$ cat config.mk
export PLATFORM = sky130hd
export DESIGN_NAME = nip_top
export DESIGN_NICKNAME = d
export VERILOG_FILES = /design/src/nip_pkg.sv /design/src/nip_cfg_mem.sv /design/src/nip_top.sv
export SDC_FILE = /design/constraint.sdc
export NUM_CORES = 1
export LEC_CHECK = 0
export ABC_AREA = 1
export BUFFER_PORTS_ARGS = -buffer_cell sky130_fd_sc_hd__clkbuf_2
export CORE_MARGIN = 2
export CORE_UTILIZATION = 30
export CTS_BUF_LIST = sky130_fd_sc_hd__clkbuf_8
export CTS_CLUSTER_SIZE = 30
export DETAILED_ROUTE_END_ITERATION = 16
export PLACE_DENSITY_LB_ADDON = 0.12
export SYNTH_ARGS = -nofsm -noshare
export SYNTH_HDL_FRONTEND = slang
export SYNTH_SLANG_ARGS = --single-unit
$ cat constraint.sdc
create_clock -name clk_i -period 4.64 [get_ports clk_i]
set_input_delay 0.464 -clock clk_i [delete_from_list [all_inputs] [get_ports clk_i]]
set_output_delay 0.464 -clock clk_i [all_outputs]
set_load 0.01 [all_outputs]
$ cat src/nip_pkg.sv
// constants, register map and state type of the nvm interrupt and protection block
// assumes a 32-bit classic wishbone slave port and a 16-bit global address space
// What this block does
// - command irq is high while command-complete flag and its enable are both set
// - ecc double-bit read fault sets the double-fault flag, with its own enable
// - ecc single-bit read fault sets the single-fault flag, with its own enable
// - one error irq, separate from command irq, from either enabled fault flag
// - program or erase aimed at an active protected flash region is refused
// - two flash regions: high one growing down from 0xFFFF, low one the rest
// - reset sequence loads flash protection register from config byte 0xFF7C
// - open/disable: 11 none, 10 high range, 01 all flash, 00 all but high
// - disallowed scenario writes ignored: 0->0,1; 1->1; 2->1,2; 3->any
// - high size 00..11 gives 2, 4, 8, 16 KB ending at 0xFFFF
// - reset sequence loads eeprom open bit and size from config byte 0xFF7D
// - eeprom protected from 0x3100 upward, 32*(n+1) bytes for size n
// - config field: 8 key bytes, 4 reserved, then flash_protect_reg, eprot, nv, security
// - software may rewrite the protection register later, subject to add-only moves

package nip_pkg;

	// ==========================================================
	// register map (byte addresses)
	localparam logic [7:0] ADR_STATUS     = 8'h00;
	localparam logic [7:0] ADR_CONFIG     = 8'h04;
	localparam logic [7:0] ADR_ERR_STATUS = 8'h08;
	localparam logic [7:0] ADR_ERR_CONFIG = 8'h0C;
	localparam logic [7:0] ADR_FLASH_PROT = 8'h10;
	localparam logic [7:0] ADR_EE_PROT    = 8'h14;
	localparam logic [7:0] ADR_CMD_ADDR   = 8'h18;
	localparam logic [7:0] ADR_CMD_DATA   = 8'h1C;

	// ==========================================================
	// field positions
	localparam int BIT_COMMAND_COMPLETE_FLAG    = 7;
	localparam int BIT_ACCESS_ERROR_FLAG  = 5;
	localparam int BIT_PVIOL   = 4;
	localparam int BIT_COMMAND_COMPLETE_IRQ_ENABLE    = 7;
	localparam int BIT_DFAULT  = 1;
	localparam int BIT_SFAULT  = 0;
	localparam int BIT_FOPEN   = 7;
	localparam int BIT_HDIS    = 5;
	localparam int POS_HS      = 3;
	localparam int POS_LS      = 0;
	localparam int BIT_EOPEN   = 7;
	localparam int POS_DPS     = 0;

	// ==========================================================
	// configuration field, index within the 16-byte block at 0xFF70
	localparam logic [15:0] CFG_BASE     = 16'hFF70;
	localparam logic [3:0]  CFG_IDX_FLASH_PROTECT_REG = 4'hC;
	localparam logic [3:0]  CFG_IDX_EPROT = 4'hD;
	localparam logic [7:0]  ERASED_BYTE   = 8'hFF;

	// ==========================================================
	// address ranges
	localparam logic [15:0] FLASH_BASE = 16'h4000;
	localparam logic [15:0] HI_BASE_2K  = 16'hF800;
	localparam logic [15:0] HI_BASE_4K  = 16'hF000;
	localparam logic [15:0] HI_BASE_8K  = 16'hE000;
	localparam logic [15:0] HI_BASE_16K = 16'hC000;
	localparam logic [15:0] EE_BASE    = 16'h3100;

	// ==========================================================
	// commands and timing
	localparam logic [7:0] CMD_PROG_FLASH  = 8'h06;
	localparam logic [7:0] CMD_ERASE_SECT  = 8'h0A;
	localparam logic [7:0] CMD_PROG_EE     = 8'h11;
	localparam logic [7:0] CMD_ERASE_EE    = 8'h12;
	localparam int         CMD_TIME_NS     = 80;
	localparam int         CLK_PERIOD_NS   = 10;
	localparam logic [3:0] CMD_CYCLES      = 4'((CMD_TIME_NS + CLK_PERIOD_NS - 1) / CLK_PERIOD_NS);

	// ==========================================================
	// controller states, gray along load -> idle -> exec
	typedef enum logic [2:0] {
		ST_LD_FP  = 3'h0,
		ST_LD_EP  = 3'h1,
		ST_LD_FIN = 3'h3,
		ST_IDLE   = 3'h2,
		ST_EXEC   = 3'h6
	} nip_state_type;

endpackage

$ cat src/nip_cfg_mem.sv
// nonvolatile configuration field image, 16 bytes, registered read port
// assumes por_i is a synchronous power-on clear that stands for an erased part
`timescale 1ns/100ps

module nip_cfg_mem
	import nip_pkg::*;
(
	input  wire logic       clk_i,
	input  wire logic       por_i,
	input  wire logic       wr_en_i,
	input  wire logic [3:0] wr_idx_i,
	input  wire logic [7:0] wr_data_i,
	input  wire logic [3:0] rd_idx_i,
	output logic      [7:0] rd_data_o
);

	logic [7:0] cells [16];

	// ==========================================================
	// storage; rst_i of the block does not touch it, only power-on does
	always_ff @(posedge clk_i)
	begin
		if (por_i)
		begin
			for (int i = 0; i < 16; i++)
			begin
				cells[i] <= ERASED_BYTE;
			end
		end
		else if (wr_en_i)
		begin
			cells[wr_idx_i] <= wr_data_i;
		end
	end

	// read data one cycle after the index
	always_ff @(posedge clk_i)
	begin
		rd_data_o <= cells[rd_idx_i];
	end

endmodule // nip_cfg_mem

$ cat src/nip_top.sv
// nvm interrupt and protection block: flags, irqs, reset-time protection load,
// add-only protection moves and protected-range check on command launch
// assumes a classic wishbone master on clk_i, ecc pulses from same-clock logic
//
// Decided for this implementation: the register offsets and the Wishbone slave port.
`timescale 1ns/100ps

module nip_top
	import nip_pkg::*;
(
	input  wire logic        clk_i,
	input  wire logic        rst_i,
	input  wire logic        por_i,
	input  wire logic        wb_cyc_i,
	input  wire logic        wb_stb_i,
	input  wire logic        wb_we_i,
	input  wire logic [7:0]  wb_adr_i,
	input  wire logic [3:0]  wb_sel_i,
	input  wire logic [31:0] wb_dat_i,
	output logic      [31:0] wb_dat_o,
	output logic             wb_ack_o,
	input  wire logic        ecc_single_i,
	input  wire logic        ecc_double_i,
	output logic             cmd_irq_o,
	output logic             err_irq_o
);

	nip_state_type state;
	logic          command_complete_flag;
	logic          access_error_flag;
	logic          pviol;
	logic          command_complete_irq_enable;
	logic          dfault;
	logic          sfault;
	logic          dfault_en;
	logic          sfault_en;
	logic          f_open;
	logic          f_hdis;
	logic [1:0]    f_hs;
	logic [2:0]    f_ls;
	logic          e_open;
	logic [2:0]    e_dps;
	logic [15:0]   cmd_addr;
	logic [7:0]    cmd_data;
	logic [7:0]    cmd_code;
	logic [3:0]    exec_cnt;
	logic [7:0]    cfg_rd;
	logic [3:0]    cfg_rd_idx;
	logic          cfg_wr;

	// ==========================================================
	// bus decode
	logic       wb_req;
	logic       wr_cyc;
	logic [7:0] wb_off;
	assign wb_req = wb_cyc_i && wb_stb_i && !wb_ack_o;
	assign wr_cyc = wb_req && wb_we_i && wb_sel_i[0];
	assign wb_off = {wb_adr_i[7:2], 2'b00};

	logic wr_status;
	logic wr_flash_protect_reg;
	assign wr_status = wr_cyc && (wb_off == ADR_STATUS);
	assign wr_flash_protect_reg  = wr_cyc && (wb_off == ADR_FLASH_PROT);

	// ==========================================================
	// protection decode
	logic [1:0]  scen_now;
	logic [1:0]  scen_req;
	logic        scen_ok;
	logic [15:0] hi_base;
	logic        in_flash;
	logic        in_high;
	logic        flash_hit;
	logic [15:0] ee_last;
	logic        ee_hit;
	logic        prot_hit;

	assign scen_now = {f_open, f_hdis};
	assign scen_req = {wb_dat_i[BIT_FOPEN], wb_dat_i[BIT_HDIS]};

	// add-only moves between scenarios
	always_comb
	begin
		unique case (scen_now)
			2'd0: scen_ok = (scen_req == 2'd0) || (scen_req == 2'd1);
			2'd1: scen_ok = (scen_req == 2'd1);
			2'd2: scen_ok = (scen_req == 2'd1) || (scen_req == 2'd2);
			2'd3: scen_ok = 1'b1;
		endcase
	end

	// high region grows down from the top address
	always_comb
	begin
		unique case (f_hs)
			2'd0: hi_base = HI_BASE_2K;
			2'd1: hi_base = HI_BASE_4K;
			2'd2: hi_base = HI_BASE_8K;
			2'd3: hi_base = HI_BASE_16K;
		endcase
	end

	assign in_flash = cmd_addr >= FLASH_BASE;
	assign in_high  = cmd_addr >= hi_base;

	always_comb
	begin
		unique case (scen_now)
			2'd3: flash_hit = 1'b0;
			2'd2: flash_hit = in_high;
			2'd1: flash_hit = in_flash;
			2'd0: flash_hit = in_flash && !in_high;
		endcase
	end

	// eeprom window in 32-byte steps, open bit set means unprotected
	assign ee_last  = EE_BASE + {8'h00, e_dps, 5'h1F};
	assign ee_hit   = !e_open && (cmd_addr >= EE_BASE) && (cmd_addr <= ee_last);
	assign prot_hit = flash_hit || ee_hit;

	// ==========================================================
	// command launch; a launch while errors stand is an access error
	logic launch_try;
	logic cmd_known;
	logic launch_ok;
	logic launch_bad;
	logic launch_prot;
	assign launch_try  = wr_status && wb_dat_i[BIT_COMMAND_COMPLETE_FLAG] && command_complete_flag && (state == ST_IDLE);
	assign cmd_known   = (cmd_code == CMD_PROG_FLASH) || (cmd_code == CMD_ERASE_SECT) ||
			     (cmd_code == CMD_PROG_EE) || (cmd_code == CMD_ERASE_EE);
	assign launch_bad  = launch_try && (access_error_flag || pviol || !cmd_known);
	assign launch_prot = launch_try && !launch_bad && prot_hit;
	assign launch_ok   = launch_try && !launch_bad && !prot_hit;

	// ==========================================================
	// controller: reset-time load, then idle and command execution
	always_ff @(posedge clk_i)
	begin
		if (rst_i)
		begin
			state    <= ST_LD_FP;
			exec_cnt <= 4'h0;
		end
		else
		begin
			unique case (state)
				ST_LD_FP:  state <= ST_LD_EP;
				ST_LD_EP:  state <= ST_LD_FIN;
				ST_LD_FIN: state <= ST_IDLE;
				ST_IDLE:
				begin
					if (launch_ok)
					begin
						state    <= ST_EXEC;
						exec_cnt <= CMD_CYCLES;
					end
				end
				ST_EXEC:
				begin
					exec_cnt <= exec_cnt - 4'h1;
					if (exec_cnt == 4'h1)
					begin
						state <= ST_IDLE;
					end
				end
				default: state <= ST_LD_FP;
			endcase
		end
	end

	// read index follows the load sequence, data lands one state later
	assign cfg_rd_idx = (state == ST_LD_FP) ? CFG_IDX_FLASH_PROTECT_REG : CFG_IDX_EPROT;

	// only the config field image is stored here; other flash lives elsewhere
	assign cfg_wr = (state == ST_EXEC) && (exec_cnt == 4'h1) &&
			(cmd_code == CMD_PROG_FLASH) && (cmd_addr[15:4] == CFG_BASE[15:4]);

	nip_cfg_mem u_cfg_mem (
		.clk_i     (clk_i),
		.por_i     (por_i),
		.wr_en_i   (cfg_wr),
		.wr_idx_i  (cmd_addr[3:0]),
		.wr_data_i (cmd_data),
		.rd_idx_i  (cfg_rd_idx),
		.rd_data_o (cfg_rd)
	);

	// ==========================================================
	// status flags; hardware set wins over software clear
	always_ff @(posedge clk_i)
	begin
		if (rst_i)
		begin
			command_complete_flag   <= 1'b0;
			access_error_flag <= 1'b0;
			pviol  <= 1'b0;
		end
		else
		begin
			if (state == ST_LD_FIN)
				command_complete_flag <= 1'b1;
			else if (launch_ok)
				command_complete_flag <= 1'b0;
			else if (state == ST_EXEC && exec_cnt == 4'h1)
				command_complete_flag <= 1'b1;
			if (launch_bad)
				access_error_flag <= 1'b1;
			else if (wr_status && wb_dat_i[BIT_ACCESS_ERROR_FLAG])
				access_error_flag <= 1'b0;
			if (launch_prot)
				pviol <= 1'b1;
			else if (wr_status && wb_dat_i[BIT_PVIOL])
				pviol <= 1'b0;
		end
	end

	// ecc fault flags, write one to clear
	always_ff @(posedge clk_i)
	begin
		if (rst_i)
		begin
			dfault <= 1'b0;
			sfault <= 1'b0;
		end
		else
		begin
			if (ecc_double_i)
				dfault <= 1'b1;
			else if (wr_cyc && wb_off == ADR_ERR_STATUS && wb_dat_i[BIT_DFAULT])
				dfault <= 1'b0;
			if (ecc_single_i)
				sfault <= 1'b1;
			else if (wr_cyc && wb_off == ADR_ERR_STATUS && wb_dat_i[BIT_SFAULT])
				sfault <= 1'b0;
		end
	end

	// ==========================================================
	// enables and command words
	always_ff @(posedge clk_i)
	begin
		if (rst_i)
		begin
			command_complete_irq_enable      <= 1'b0;
			dfault_en <= 1'b0;
			sfault_en <= 1'b0;
			cmd_addr  <= 16'h0000;
			cmd_data  <= 8'h00;
			cmd_code  <= 8'h00;
		end
		else
		begin
			if (wr_cyc && wb_off == ADR_CONFIG)
				command_complete_irq_enable <= wb_dat_i[BIT_COMMAND_COMPLETE_IRQ_ENABLE];
			if (wr_cyc && wb_off == ADR_ERR_CONFIG)
			begin
				dfault_en <= wb_dat_i[BIT_DFAULT];
				sfault_en <= wb_dat_i[BIT_SFAULT];
			end
			// parameters locked while a command runs
			if (wr_cyc && wb_off == ADR_CMD_ADDR && command_complete_flag && wb_sel_i[1])
				cmd_addr <= wb_dat_i[15:0];
			if (wr_cyc && wb_off == ADR_CMD_DATA && command_complete_flag && wb_sel_i[1])
			begin
				cmd_data <= wb_dat_i[7:0];
				cmd_code <= wb_dat_i[15:8];
			end
		end
	end

	// ==========================================================
	// protection registers: loaded at reset, then add-only writes to the flash one
	always_ff @(posedge clk_i)
	begin
		if (rst_i)
		begin
			f_open <= 1'b0;
			f_hdis <= 1'b0;
			f_hs   <= 2'b00;
			f_ls   <= 3'b000;
			e_open <= 1'b0;
			e_dps  <= 3'b000;
		end
		else if (state == ST_LD_EP)
		begin
			f_open <= cfg_rd[BIT_FOPEN];
			f_hdis <= cfg_rd[BIT_HDIS];
			f_hs   <= cfg_rd[POS_HS +: 2];
			f_ls   <= cfg_rd[POS_LS +: 3];
		end
		else if (state == ST_LD_FIN)
		begin
			e_open <= cfg_rd[BIT_EOPEN];
			e_dps  <= cfg_rd[POS_DPS +: 3];
		end
		else if (wr_flash_protect_reg && scen_ok)
		begin
			f_open <= wb_dat_i[BIT_FOPEN];
			f_hdis <= wb_dat_i[BIT_HDIS];
			// sizes only move while no flash is protected (scenario 3)
			if (scen_now == 2'd3)
			begin
				f_hs <= wb_dat_i[POS_HS +: 2];
				f_ls <= wb_dat_i[POS_LS +: 3];
			end
		end
	end

	// ==========================================================
	// interrupt outputs, no extra gating: the cpu masks them itself
	always_ff @(posedge clk_i)
	begin
		if (rst_i)
		begin
			cmd_irq_o <= 1'b0;
			err_irq_o <= 1'b0;
		end
		else
		begin
			cmd_irq_o <= command_complete_flag && command_complete_irq_enable;
			err_irq_o <= (dfault && dfault_en) || (sfault && sfault_en);
		end
	end

	// ==========================================================
	// wishbone slave: ack one cycle after the request, unmapped reads zero
	always_ff @(posedge clk_i)
	begin
		if (rst_i)
		begin
			wb_ack_o <= 1'b0;
			wb_dat_o <= 32'h0000_0000;
		end
		else
		begin
			wb_ack_o <= wb_req;
			wb_dat_o <= 32'h0000_0000;
			if (wb_req && !wb_we_i)
			begin
				unique case (wb_off)
					ADR_STATUS:     wb_dat_o <= {24'h0, command_complete_flag, 1'b0, access_error_flag, pviol, 4'h0};
					ADR_CONFIG:     wb_dat_o <= {24'h0, command_complete_irq_enable, 7'h00};
					ADR_ERR_STATUS: wb_dat_o <= {30'h0, dfault, sfault};
					ADR_ERR_CONFIG: wb_dat_o <= {30'h0, dfault_en, sfault_en};
					ADR_FLASH_PROT: wb_dat_o <= {24'h0, f_open, 1'b0, f_hdis, f_hs, f_ls};
					ADR_EE_PROT:    wb_dat_o <= {24'h0, e_open, 4'h0, e_dps};
					ADR_CMD_ADDR:   wb_dat_o <= {16'h0, cmd_addr};
					ADR_CMD_DATA:   wb_dat_o <= {16'h0, cmd_code, cmd_data};
					default:        wb_dat_o <= 32'h0000_0000;
				endcase
			end
		end
	end

	// ==========================================================
	// assertions
	a_cmd_irq_follow: assert property (@(posedge clk_i) disable iff (rst_i)
		(command_complete_flag && command_complete_irq_enable) |=> cmd_irq_o) else $error("command irq missing");
	a_dfault_sets: assert property (@(posedge clk_i) disable iff (rst_i)
		ecc_double_i |=> dfault ##1 (err_irq_o == $past(dfault_en || (sfault && sfault_en))))
		else $error("double fault not flagged");
	a_sfault_sets: assert property (@(posedge clk_i) disable iff (rst_i)
		ecc_single_i |=> sfault) else $error("single fault not flagged");
	a_err_irq_quiet: assert property (@(posedge clk_i) disable iff (rst_i)
		!((dfault && dfault_en) || (sfault && sfault_en)) |=> !err_irq_o)
		else $error("error irq without enabled fault");
	a_prot_refused: assert property (@(posedge clk_i) disable iff (rst_i)
		launch_prot |=> pviol && command_complete_flag && state == ST_IDLE) else $error("protected launch ran");
	a_scen_ignored: assert property (@(posedge clk_i) disable iff (rst_i)
		(wr_flash_protect_reg && !scen_ok && state == ST_IDLE) |=> $stable(scen_now))
		else $error("illegal scenario taken");
	a_flash_protect_reg_loaded: assert property (@(posedge clk_i) disable iff (rst_i)
		state == ST_LD_EP |=> f_open == $past(cfg_rd[BIT_FOPEN]) && f_hs == $past(cfg_rd[4:3]))
		else $error("flash protection not loaded");
	a_eprot_loaded: assert property (@(posedge clk_i) disable iff (rst_i)
		state == ST_LD_FIN |=> e_dps == $past(cfg_rd[2:0]) && command_complete_flag)
		else $error("eeprom protection not loaded");
	a_high_16k: assert property (@(posedge clk_i) disable iff (rst_i)
		(scen_now == 2'd2 && f_hs == 2'd3 && cmd_addr == 16'hC000) |-> flash_hit)
		else $error("16k high range wrong");
	a_cmd_finish: assert property (@(posedge clk_i) disable iff (rst_i)
		launch_ok |=> !command_complete_flag ##[1:12] command_complete_flag) else $error("command never completes");

endmodule // nip_top
==> results.sh, run 1 <==
export IMPL_final_min_period_ps=2185
export IMPL_power_internal_uw=1125
export IMPL_postSynthAreaPerCell_um2=7.866
export IMPL_iteration_0_drc_count_of_the_detailed_router=267
export IMPL_clock_tree_buffer_depth=2
export IMPL_ys_top_cells_by_area="sky130_fd_sc_hd__dfxtp_1, sky130_fd_sc_hd__edfxtp_1, sky130_fd_sc_hd__nand2_1, sky130_fd_sc_hd__a21oi_1, sky130_fd_sc_hd__inv_1"
export IMPL_tritoncts_clock_tree="yes"
export IMPL_grt_pass1_vias=3588
export IMPL_grt_setup_unrepaired="false"
export IMPL_drt_pass1_iterations=5
export IMPL_setup_slack_ps=2455
export IMPL_cp_arrival_ps=2250
export IMPL_timing_final_max_slew_violations=0
export IMPL_routed_wl_mm=12.65
export IMPL_report_final_setup_viol=0
export IMPL_cp_data_required_time_ps=4700
export IMPL_antenna_violations_before_repair=0
export IMPL_track_usage_pct=16.51
export IMPL_ys_warnings_count=0
export IMPL_number_of_antenna_cells_inserted=0
export IMPL_flip_flop_and_latch_count_after_synthesis=98
export IMPL_row_count=44
export IMPL_finish_utilization_pct=34.42
export IMPL_yosysSeqAreaShare_pct=47.05
export IMPL_die_height_um=126.0
export IMPL_highest_count_cells_in_the_layout_ignoring_fill_and_taps="sky130_fd_sc_hd__nand2_1, sky130_fd_sc_hd__dfxtp_1, sky130_fd_sc_hd__a21oi_1"
export IMPL_pin_count=87
export IMPL_static_leakage_power_uw=0.002049
export IMPL_run_status="finished, final reports clean"
export IMPL_power_uw=1520
export IMPL_gp_congestion=0.8616
export IMPL_coreArea_um2=14530
export IMPL_clkTransAtPathRegs_ps=90
export IMPL_netlist_top_cell_by_area="sky130_fd_sc_hd__dfxtp_1"
export IMPL_final_hold_viol_count=0
export IMPL_clkPwrFrac_pct=33.6
export IMPL_drcViolationCount=0
export IMPL_worstSetupPathType="reg2reg"
export IMPL_hold_path_class="in2reg"
export IMPL_max_slew_margin_rel_pct=58.64
export IMPL_worst_slew_pin_slew_ps=619.0
export IMPL_switching_share_pct=25.99
export IMPL_routed_via_density=4.745
export IMPL_cts_inserted_buffers=9
export IMPL_area_of_the_die_um2=15890
export IMPL_category_of_the_worst_setup_path_capture_point="register"
export IMPL_detailroute_wirelength_met3_um=647
export IMPL_synth_cell_types=34
export IMPL_cts_max_level=3
export IMPL_share_of_final_layout_standard_cells_stronger_than_drive_strength_1_pct=16.61
export IMPL_worst_path_maximum_fanout=7
export IMPL_layout_commonest_cell="sky130_fd_sc_hd__nand2_1"
export IMPL_finalClockSkew_ps=7.125
export IMPL_cts_root_buffer_cell="sky130_fd_sc_hd__clkbuf_8"
export IMPL_met2WireLength_mm=5.475
export IMPL_buffer_ports_inserted=50
export IMPL_ir_drop_v=0.0001112
export IMPL_first_pass_grt_wire_length_mm=20.11
export IMPL_clock_sinks=98
export IMPL_cts_setup_buffers=0
export IMPL_switching_power_uw=395.1
export IMPL_area_growth_synth_to_final_pct=11.96
export IMPL_count_of_cells_resized_by_post_cts_repair=0
export IMPL_vias=3815
export IMPL_m1WireLength_mm=6.269
export IMPL_maxCapViolCount=0
export IMPL_final_period_utilization_pct=47.09
export IMPL_post_dp_hpwl_mm=9.290
export IMPL_global_route_overflow_total=0
export IMPL_finish_net_count=675
export IMPL_power_share_sequential_pct=58.7
export IMPL_place_ws_ps=2137
export IMPL_grt_start_max_net_pins=41
export IMPL_insertion_delay_ps=390
export IMPL_netlist_instances=568
export IMPL_cellPowerDensity_nw_per_um2=303.8
export IMPL_fp_dieW_um=126.0
export IMPL_route_top_layer_used="met4"
export IMPL_routedWlPerCell_um=15.74
export IMPL_synthesis_area_um2=4468
export IMPL_starting_density_of_the_core_pct=30.74
export IMPL_detail_route_antenna_nets=0
export IMPL_element_type_at_the_critical_path_start="register"
export IMPL_synth_top_cell_area_share_pct=37.64
export IMPL_max_clock_freq_mhz=457.7
export IMPL_cts_hold_buffers=0
export IMPL_power_frac_comb_pct=7.7
export IMPL_final_hold_worst_slack_ps=296.1
export IMPL_totalNegativeSetupSlack_ps=0
through the flow:
step / std cells / instance area, um^2
after floorplan: 583 / 4524
after global placement: 788 / 4832
after detailed placement: 788 / 4832
after CTS: 804 / 5002
after global routing: 804 / 5002
final: 804 / 5002
flip-flops by register name (all words and copies together) (netlist names), 2 cells and up, named ones only:
signal and cells:
wb_dat_o 16, e_dps 3, exec_cnt 4, cmd_addr 16
f_hs 2, cmd_code 8, u_cfg_mem.rd_data_o 7, f_ls 3
state 2, u_cfg_mem.cells 14, cmd_data 8
per-layer routing:
metal	up-vias	GRT usage, %
met5	-	0
met4	0	6.399
met3	15	3.653
met2	93	24.16
met1	1756	23.66
li1	1951	-
synth_stat cells:
| cell type | n |
|---|---|
| sky130_fd_sc_hd__o22ai_1 | 6 |
| sky130_fd_sc_hd__o31ai_1 | 1 |
| sky130_fd_sc_hd__clkbuf_1 | 10 |
| sky130_fd_sc_hd__mux2_2 | 14 |
| sky130_fd_sc_hd__nand2_2 | 1 |
| sky130_fd_sc_hd__nor4_1 | 2 |
| sky130_fd_sc_hd__nor2_2 | 3 |
| sky130_fd_sc_hd__edfxtp_1 | 14 |
| sky130_fd_sc_hd__dfxtp_1 | 84 |
| sky130_fd_sc_hd__o211ai_1 | 1 |
| sky130_fd_sc_hd__o21ai_0 | 18 |
| sky130_fd_sc_hd__xor2_1 | 3 |
| sky130_fd_sc_hd__nand3_2 | 1 |
| sky130_fd_sc_hd__a211oi_1 | 2 |
| sky130_fd_sc_hd__nor2_4 | 1 |
| sky130_fd_sc_hd__nor3_2 | 1 |
| sky130_fd_sc_hd__nand3_1 | 35 |
| sky130_fd_sc_hd__conb_1 | 1 |
| sky130_fd_sc_hd__nand2_1 | 93 |
| sky130_fd_sc_hd__or2_2 | 1 |
| sky130_fd_sc_hd__inv_2 | 9 |
| sky130_fd_sc_hd__nor2_1 | 42 |
| sky130_fd_sc_hd__ha_1 | 8 |
| sky130_fd_sc_hd__a21oi_1 | 69 |
| sky130_fd_sc_hd__nor3_4 | 1 |
| sky130_fd_sc_hd__buf_4 | 20 |
| sky130_fd_sc_hd__nor3_1 | 8 |
| sky130_fd_sc_hd__a221oi_1 | 1 |
| sky130_fd_sc_hd__buf_2 | 3 |
| sky130_fd_sc_hd__nand4_1 | 12 |
| sky130_fd_sc_hd__a31oi_1 | 2 |
| sky130_fd_sc_hd__inv_1 | 67 |
| sky130_fd_sc_hd__o21ai_1 | 33 |
| sky130_fd_sc_hd__nand4_2 | 1 |
critical path, stage by stage, from the launching register on:
cell and delay (ps):
sky130_fd_sc_hd__dfxtp_1 350, sky130_fd_sc_hd__inv_2 60, sky130_fd_sc_hd__nand2_1 90, sky130_fd_sc_hd__nor2_2 210, sky130_fd_sc_hd__inv_2 130, sky130_fd_sc_hd__nor4_1 410
sky130_fd_sc_hd__nand4_1 260, sky130_fd_sc_hd__nand2_1 330
layout make-up:
cell class	count	area [um^2]
clock buffers	10	137.6
repair buffers	54	280.3
clock inverters	6	32.53
flip-flops and latches	98	2102
well taps	184	230.2
inverters	76	285.3
multi-input cells	376	1934
fillers	1577	9532
logic make-up (layout without fill, tap and decap cells):
kind of cell / after synthesis / count (layout) / synth area share, %
and+or+nand+nor: 202 / 202 / 20.16
other: 1 / 16 / 0.08393
xor gates and xnor gates: 3 / 3 / 0.5882
buffers and inverters: 109 / 146 / 10.92
DFF: 98 / 98 / 47.05
AOI/OAI and AO/OA: 133 / 133 / 15.43
muxes: 14 / 14 / 3.528
adders and majority gates: 8 / 8 / 2.240
final timing paths:
check	start	end	slack (ps)	depth (start not counted)
worst min register to register	command_complete_irq_enable	cmd_irq_o	470	2
worst max-delay path	state[0]	u_cfg_mem.cells[12][1]	2450	7
worst min-delay path	ecc_double_i	dfault	300	3
worst max register to register	state[0]	u_cfg_mem.cells[12][1]	2450	7
power groups by stage:
stage | clock network, uW | logic (uW) | registers [uW]
6_report | 511 | 116 | 892
3_5_place_dp | 0 | 117 | 913
3_3_place_gp | 0 | 117 | 913
2_1_floorplan | 0 | 84.4 | 908
5_1_grt | 565 | 131 | 896
4_1_cts | 528 | 118 | 893
Power figures use the tool's default switching activity.
==> inputs of run 2 (changes only) <==
- clock period: 4.64 -> 2.25 ns (I/O delays scaled with it)
==> run 2 against run 1 <==
  * Cell count rose by 1.1%
  * Clock skew up 0.77 ps
  * Largest power group unchanged
  * Critical endpoint is now u_cfg_mem.cells[12][0]
  * Die area did not move
  * Highest routed layer unchanged
  * Via count increased by 0.71%
==> results.sh, run 2 (same netlist as run 1, synthesis figures left out) <==
export IMPL_run_status="finished, final reports clean"
export IMPL_static_leakage_power_uw=0.002122
export IMPL_coreArea_um2=14530
export IMPL_timing_final_max_slew_violations=0
export IMPL_power_share_sequential_pct=54.1
export IMPL_final_hold_worst_slack_ps=54.52
export IMPL_die_height_um=126.0
export IMPL_share_of_final_layout_standard_cells_stronger_than_drive_strength_1_pct=17.65
export IMPL_routed_via_density=4.726
export IMPL_final_hold_viol_count=0
export IMPL_cts_max_level=3
export IMPL_routed_wl_mm=12.70
export IMPL_cts_hold_buffers=0
export IMPL_worstSetupPathType="reg2reg"
export IMPL_largest_registers="cmd_addr x16, wb_dat_o x16, u_cfg_mem.cells x14"
export IMPL_ir_drop_v=0.0002393
export IMPL_vias=3842
export IMPL_totalNegativeSetupSlack_ps=0
export IMPL_drcViolationCount=0
export IMPL_worst_slew_pin_slew_ps=590.7
export IMPL_layout_commonest_cell="sky130_fd_sc_hd__nand2_1"
export IMPL_cts_setup_buffers=0
export IMPL_iteration_0_drc_count_of_the_detailed_router=269
export IMPL_cts_root_buffer_cell="sky130_fd_sc_hd__clkbuf_8"
export IMPL_row_count=44
export IMPL_antenna_violations_before_repair=0
export IMPL_clkPwrFrac_pct=38.7
export IMPL_switching_power_uw=816.2
export IMPL_grt_start_max_net_pins=41
export IMPL_post_dp_hpwl_mm=9.530
export IMPL_count_of_cells_resized_by_post_cts_repair=0
export IMPL_power_frac_comb_pct=7.2
export IMPL_track_usage_pct=16.29
export IMPL_first_pass_grt_wire_length_mm=20.09
export IMPL_final_period_utilization_pct=89.79
export IMPL_report_final_setup_viol=0
export IMPL_insertion_delay_ps=390
export IMPL_number_of_antenna_cells_inserted=0
export IMPL_cellPowerDensity_nw_per_um2=659.8
export IMPL_category_of_the_worst_setup_path_capture_point="register"
export IMPL_cts_inserted_buffers=9
export IMPL_area_growth_synth_to_final_pct=15.37
export IMPL_fp_dieW_um=126.0
export IMPL_tritoncts_clock_tree="yes"
export IMPL_routedWlPerCell_um=15.62
export IMPL_dpl_cell_count=797
export IMPL_hold_path_class="in2reg"
export IMPL_drt_pass1_iterations=5
export IMPL_starting_density_of_the_core_pct=30.74
export IMPL_finish_utilization_pct=35.47
export IMPL_dpl_instance_area_um2=4925
export IMPL_worst_r2r_setup_slack_ps=230
export IMPL_gp_congestion=0.8682
export IMPL_clock_tree_buffer_depth=2
export IMPL_maxCapViolCount=0
export IMPL_final_min_period_ps=2020
export IMPL_finalClockSkew_ps=7.897
export IMPL_global_route_overflow_total=0
export IMPL_detail_route_antenna_nets=0
export IMPL_switching_share_pct=24.00
export IMPL_finish_instance_area_um2=5155
export IMPL_grt_pass1_vias=3763
export IMPL_finish_net_count=684
export IMPL_pin_count=87
export IMPL_clock_sinks=98
export IMPL_highest_count_cells_in_the_layout_ignoring_fill_and_taps="sky130_fd_sc_hd__nand2_1, sky130_fd_sc_hd__dfxtp_1, sky130_fd_sc_hd__a21oi_1"
export IMPL_max_clock_freq_mhz=495.0
export IMPL_worst_path_maximum_fanout=7
export IMPL_clkTransAtPathRegs_ps=100
export IMPL_element_type_at_the_critical_path_start="register"
export IMPL_final_instance_count_excl_fill=813
export IMPL_cp_data_required_time_ps=2310
export IMPL_power_internal_uw=2585
export IMPL_area_of_the_die_um2=15890
export IMPL_max_slew_margin_rel_pct=60.53
export IMPL_cp_arrival_ps=2080
export IMPL_buffer_ports_inserted=50
export IMPL_grt_setup_unrepaired="false"
## run 2: cell count changes in the layout (fill, tap and decap cells not counted)
cell and change:
sky130_fd_sc_hd__bufinv_16 +2, sky130_fd_sc_hd__clkinvlp_4 +1, sky130_fd_sc_hd__clkinv_2 -5, sky130_fd_sc_hd__buf_4 +7, sky130_fd_sc_hd__inv_1 +1, sky130_fd_sc_hd__clkbuf_8 +1, sky130_fd_sc_hd__buf_12 +2
## run 2: power by group through the flow
stage | sequential, uW | clock [uW] | combinational (uW)
floorplan | 1870 | 0 | 174
global placement | 1880 | 0 | 245
detailed placement | 1880 | 0 | 247
CTS | 1840 | 1350 | 248
global route | 1850 | 1410 | 277
finish | 1840 | 1310 | 246
## run 2: final timing paths
check	start	endpoint	cells after the start
worst max register to register	state[2]	u_cfg_mem.cells[12][0]	7
worst min register to register	command_complete_irq_enable	cmd_irq_o	2
worst max-delay path	state[2]	u_cfg_mem.cells[12][0]	7
worst min-delay path	ecc_double_i	dfault	3
## run 2: cell type report
class,count,area [um^2]
Clock inverter,5,78.83
Tap cell,184,230.2
Sequential cell,98,2102
Inverter,76,285.3
Multi-Input combinational cell,376,1934
Fill cell,1553,9379
Timing Repair Buffer,63,372.9
Clock buffer,11,151.4
## run 2: metal layers
metal  vias up  wire length, um  GRT usage (%)  share of wire, %
met1      1754             6286          22.71                49
met5         -                0              0                 0
met3        21              532          3.314               4.2
li1       1974                -              -                 -
met2        93             5553          24.73                44
met4         0              327          6.464               2.6
## run 2: through the flow
stage          setup slack, ps  power, uW
6_report                 229.8       3401
5_1_grt                  43.36       3537
4_1_cts                  216.7       3437
3_5_place_dp             229.4       2129
3_3_place_gp             280.2       2126
2_1_floorplan            626.2       2047
## run 2: worst max-delay path, stage by stage (launching register included)
cell and delay [ps]:
sky130_fd_sc_hd__dfxtp_1 390, sky130_fd_sc_hd__inv_1 90, sky130_fd_sc_hd__nor2_2 220, sky130_fd_sc_hd__inv_2 130
sky130_fd_sc_hd__nor4_1 190, sky130_fd_sc_hd__buf_4 170, sky130_fd_sc_hd__nand4_1 160, sky130_fd_sc_hd__nand2_1 340
==> inputs of run 3 (changes only) <==
- GPL_TIMING_DRIVEN: default -> 0
==> run 3 against run 2 <==
  * Routed wire length is 4.1% higher
  * Highest routed layer unchanged
  * Combinational power up 8.9%
  * Critical path type unchanged
  * Die area is the same
  * Critical endpoint is now u_cfg_mem.cells[12][1]
  * Flip-flop and latch count is the same
  * Largest cell class unchanged
==> results.sh, run 3 (same netlist as run 1, synthesis figures left out) <==
export IMPL_maxCapViolCount=0
export IMPL_cts_hold_buffers=0
export IMPL_place_ws_ps=75.81
export IMPL_pin_count=87
export IMPL_cts_inserted_buffers=9
export IMPL_cts_max_level=3
export IMPL_worst_slew_pin_slew_ps=684.7
export IMPL_first_pass_grt_wire_length_mm=20.72
export IMPL_insertion_delay_ps=390
export IMPL_element_type_at_the_critical_path_start="register"
export IMPL_final_hold_viol_count=0
export IMPL_buffer_ports_inserted=50
export IMPL_busiest_layer="met2"
export IMPL_final_instance_count_excl_fill=833
export IMPL_area_growth_synth_to_final_pct=17.39
export IMPL_vias=3966
export IMPL_largest_registers="cmd_addr x16, wb_dat_o x16, u_cfg_mem.cells x14"
export IMPL_share_of_final_layout_standard_cells_stronger_than_drive_strength_1_pct=18.49
export IMPL_worst_r2r_startpoint="exec_cnt[0]"
export IMPL_power_uw=3456
export IMPL_timing_final_max_slew_violations=0
export IMPL_setup_slack_ps=268.9
export IMPL_starting_density_of_the_core_pct=30.74
export IMPL_cp_arrival_ps=2040
export IMPL_cp_data_required_time_ps=2310
export IMPL_tritoncts_clock_tree="yes"
export IMPL_post_dp_hpwl_mm=10.23
export IMPL_worst_path_maximum_fanout=7
export IMPL_drcViolationCount=0
export IMPL_gp_congestion=0.8699
export IMPL_track_usage_pct=17.17
export IMPL_timing_hold_worst_path_depth=3
export IMPL_worst_r2r_setup_slack_ps=270
export IMPL_grt_pass1_vias=3753
export IMPL_routedWlPerCell_um=15.88
export IMPL_setup_worst_path_start="exec_cnt[0]"
export IMPL_routed_via_density=4.761
export IMPL_num_fill_cells=1576
export IMPL_global_route_overflow_total=0
export IMPL_fp_dieW_um=126.0
export IMPL_coreArea_um2=14530
export IMPL_area_of_the_die_um2=15890
export IMPL_report_final_setup_viol=0
export IMPL_static_leakage_power_uw=0.002196
export IMPL_number_of_antenna_cells_inserted=0
export IMPL_cellPowerDensity_nw_per_um2=659.0
export IMPL_grt_met3_usage_pct=3.229
export IMPL_iteration_0_drc_count_of_the_detailed_router=312
export IMPL_clkTransAtPathRegs_ps=100
export IMPL_highest_count_cells_in_the_layout_ignoring_fill_and_taps="sky130_fd_sc_hd__nand2_1, sky130_fd_sc_hd__dfxtp_1, sky130_fd_sc_hd__a21oi_1, sky130_fd_sc_hd__inv_1, sky130_fd_sc_hd__clkbuf_2"
export IMPL_worst_r2r_path_depth=5
export IMPL_count_of_cells_resized_by_post_cts_repair=0
export IMPL_cts_setup_buffers=0
export IMPL_layout_commonest_cell="sky130_fd_sc_hd__nand2_1"
export IMPL_grt_setup_unrepaired="false"
export IMPL_clock_tree_buffer_depth=2
export IMPL_finalClockSkew_ps=18.46
export IMPL_final_period_utilization_pct=88.05
export IMPL_die_height_um=126.0
export IMPL_row_count=44
export IMPL_grtUsageMet1_pct=24.04
export IMPL_antenna_violations_before_repair=0
export IMPL_finish_net_count=704
export IMPL_run_status="finished, final reports clean"
export IMPL_detail_route_antenna_nets=0
export IMPL_drt_pass1_iterations=5
export IMPL_max_clock_freq_mhz=504.8
export IMPL_worstSetupPathType="reg2reg"
export IMPL_ir_drop_v=0.0002799
export IMPL_routed_wl_mm=13.23
export IMPL_grt_start_max_net_pins=16
export IMPL_cts_root_buffer_cell="sky130_fd_sc_hd__clkbuf_8"
export IMPL_clock_sinks=98
export IMPL_final_min_period_ps=1981
export IMPL_dpl_cell_count=817
export IMPL_totalNegativeSetupSlack_ps=0
export IMPL_max_slew_margin_rel_pct=54.36
export IMPL_crit_reg2reg_capture="u_cfg_mem.cells[12][1]"
export IMPL_min_delay_start="ecc_double_i"
export IMPL_final_hold_worst_slack_ps=71.05
export IMPL_hold_path_class="in2reg"
export IMPL_hold_path_endpoint="dfault"
export IMPL_category_of_the_worst_setup_path_capture_point="register"
export IMPL_globalRouteMet2Util_pct=26.63
==> run 3: changes by cell type in the layout (fill, tap and decap cells not counted), sizes merged <==
cell	before	now
buf	13	23
bufinv	2	3
inv	77	78
clkinv	0	2
clkbuf	61	69
clkinvlp	2	0
==> run 3: where the power goes <==
part	switching (uW)	total, uW	internal, uW
Clock	619	1350	729
Sequential	24.0	1840	1820
Combinational	168	268	99.9
Total	811	3460	2650
==> run 3: worst max-delay path by stage <==
stage | cells past startpoint | endpoint
floorplan | 7 | u_cfg_mem.cells[12][0]
global placement | 6 | u_cfg_mem.cells[12][5]
detailed placement | 6 | u_cfg_mem.cells[12][5]
CTS | 6 | u_cfg_mem.cells[12][3]
global route | 6 | u_cfg_mem.cells[12][1]
finish | 5 | u_cfg_mem.cells[12][1]
==> run 3: layer usage <==
layer / wire [um] / vias to the layer above
met5: 0 / -
met4: 283 / 0
met3: 724 / 21
met2: 6010 / 115
met1: 6206 / 1813
li1: - / 2017
==> run 3: worst max-delay path: stages (launching register included) <==
cell                      delay [ps]
sky130_fd_sc_hd__dfxtp_1         400
sky130_fd_sc_hd__ha_1            160
sky130_fd_sc_hd__nand2_1         150
sky130_fd_sc_hd__nor4_2          410
sky130_fd_sc_hd__nand4_1         210
sky130_fd_sc_hd__nand2_1         320
==> run 3: cell type report <==
class	instances	area, um^2	share of cell area [%]
Sequential cell	98	2102	40.08
Multi-Input combinational cell	376	1941	37.00
Inverter	76	285.3	5.439
Timing Repair Buffer	50	250.2	4.771
Tap cell	184	230.2	4.389
Buffer	33	202.7	3.864
Clock buffer	9	123.9	2.362
Clock inverter	7	110.1	2.099
==> run 3: metrics by stage <==
step / instance area (um^2) / util (%)
2_1_floorplan: 4524 / -
3_3_place_gp: 5005 / 34.44
3_5_place_dp: 5005 / 34.44
4_1_cts: 5239 / 36.05
5_1_grt: 5245 / 36.09
6_report: 5245 / 36.09
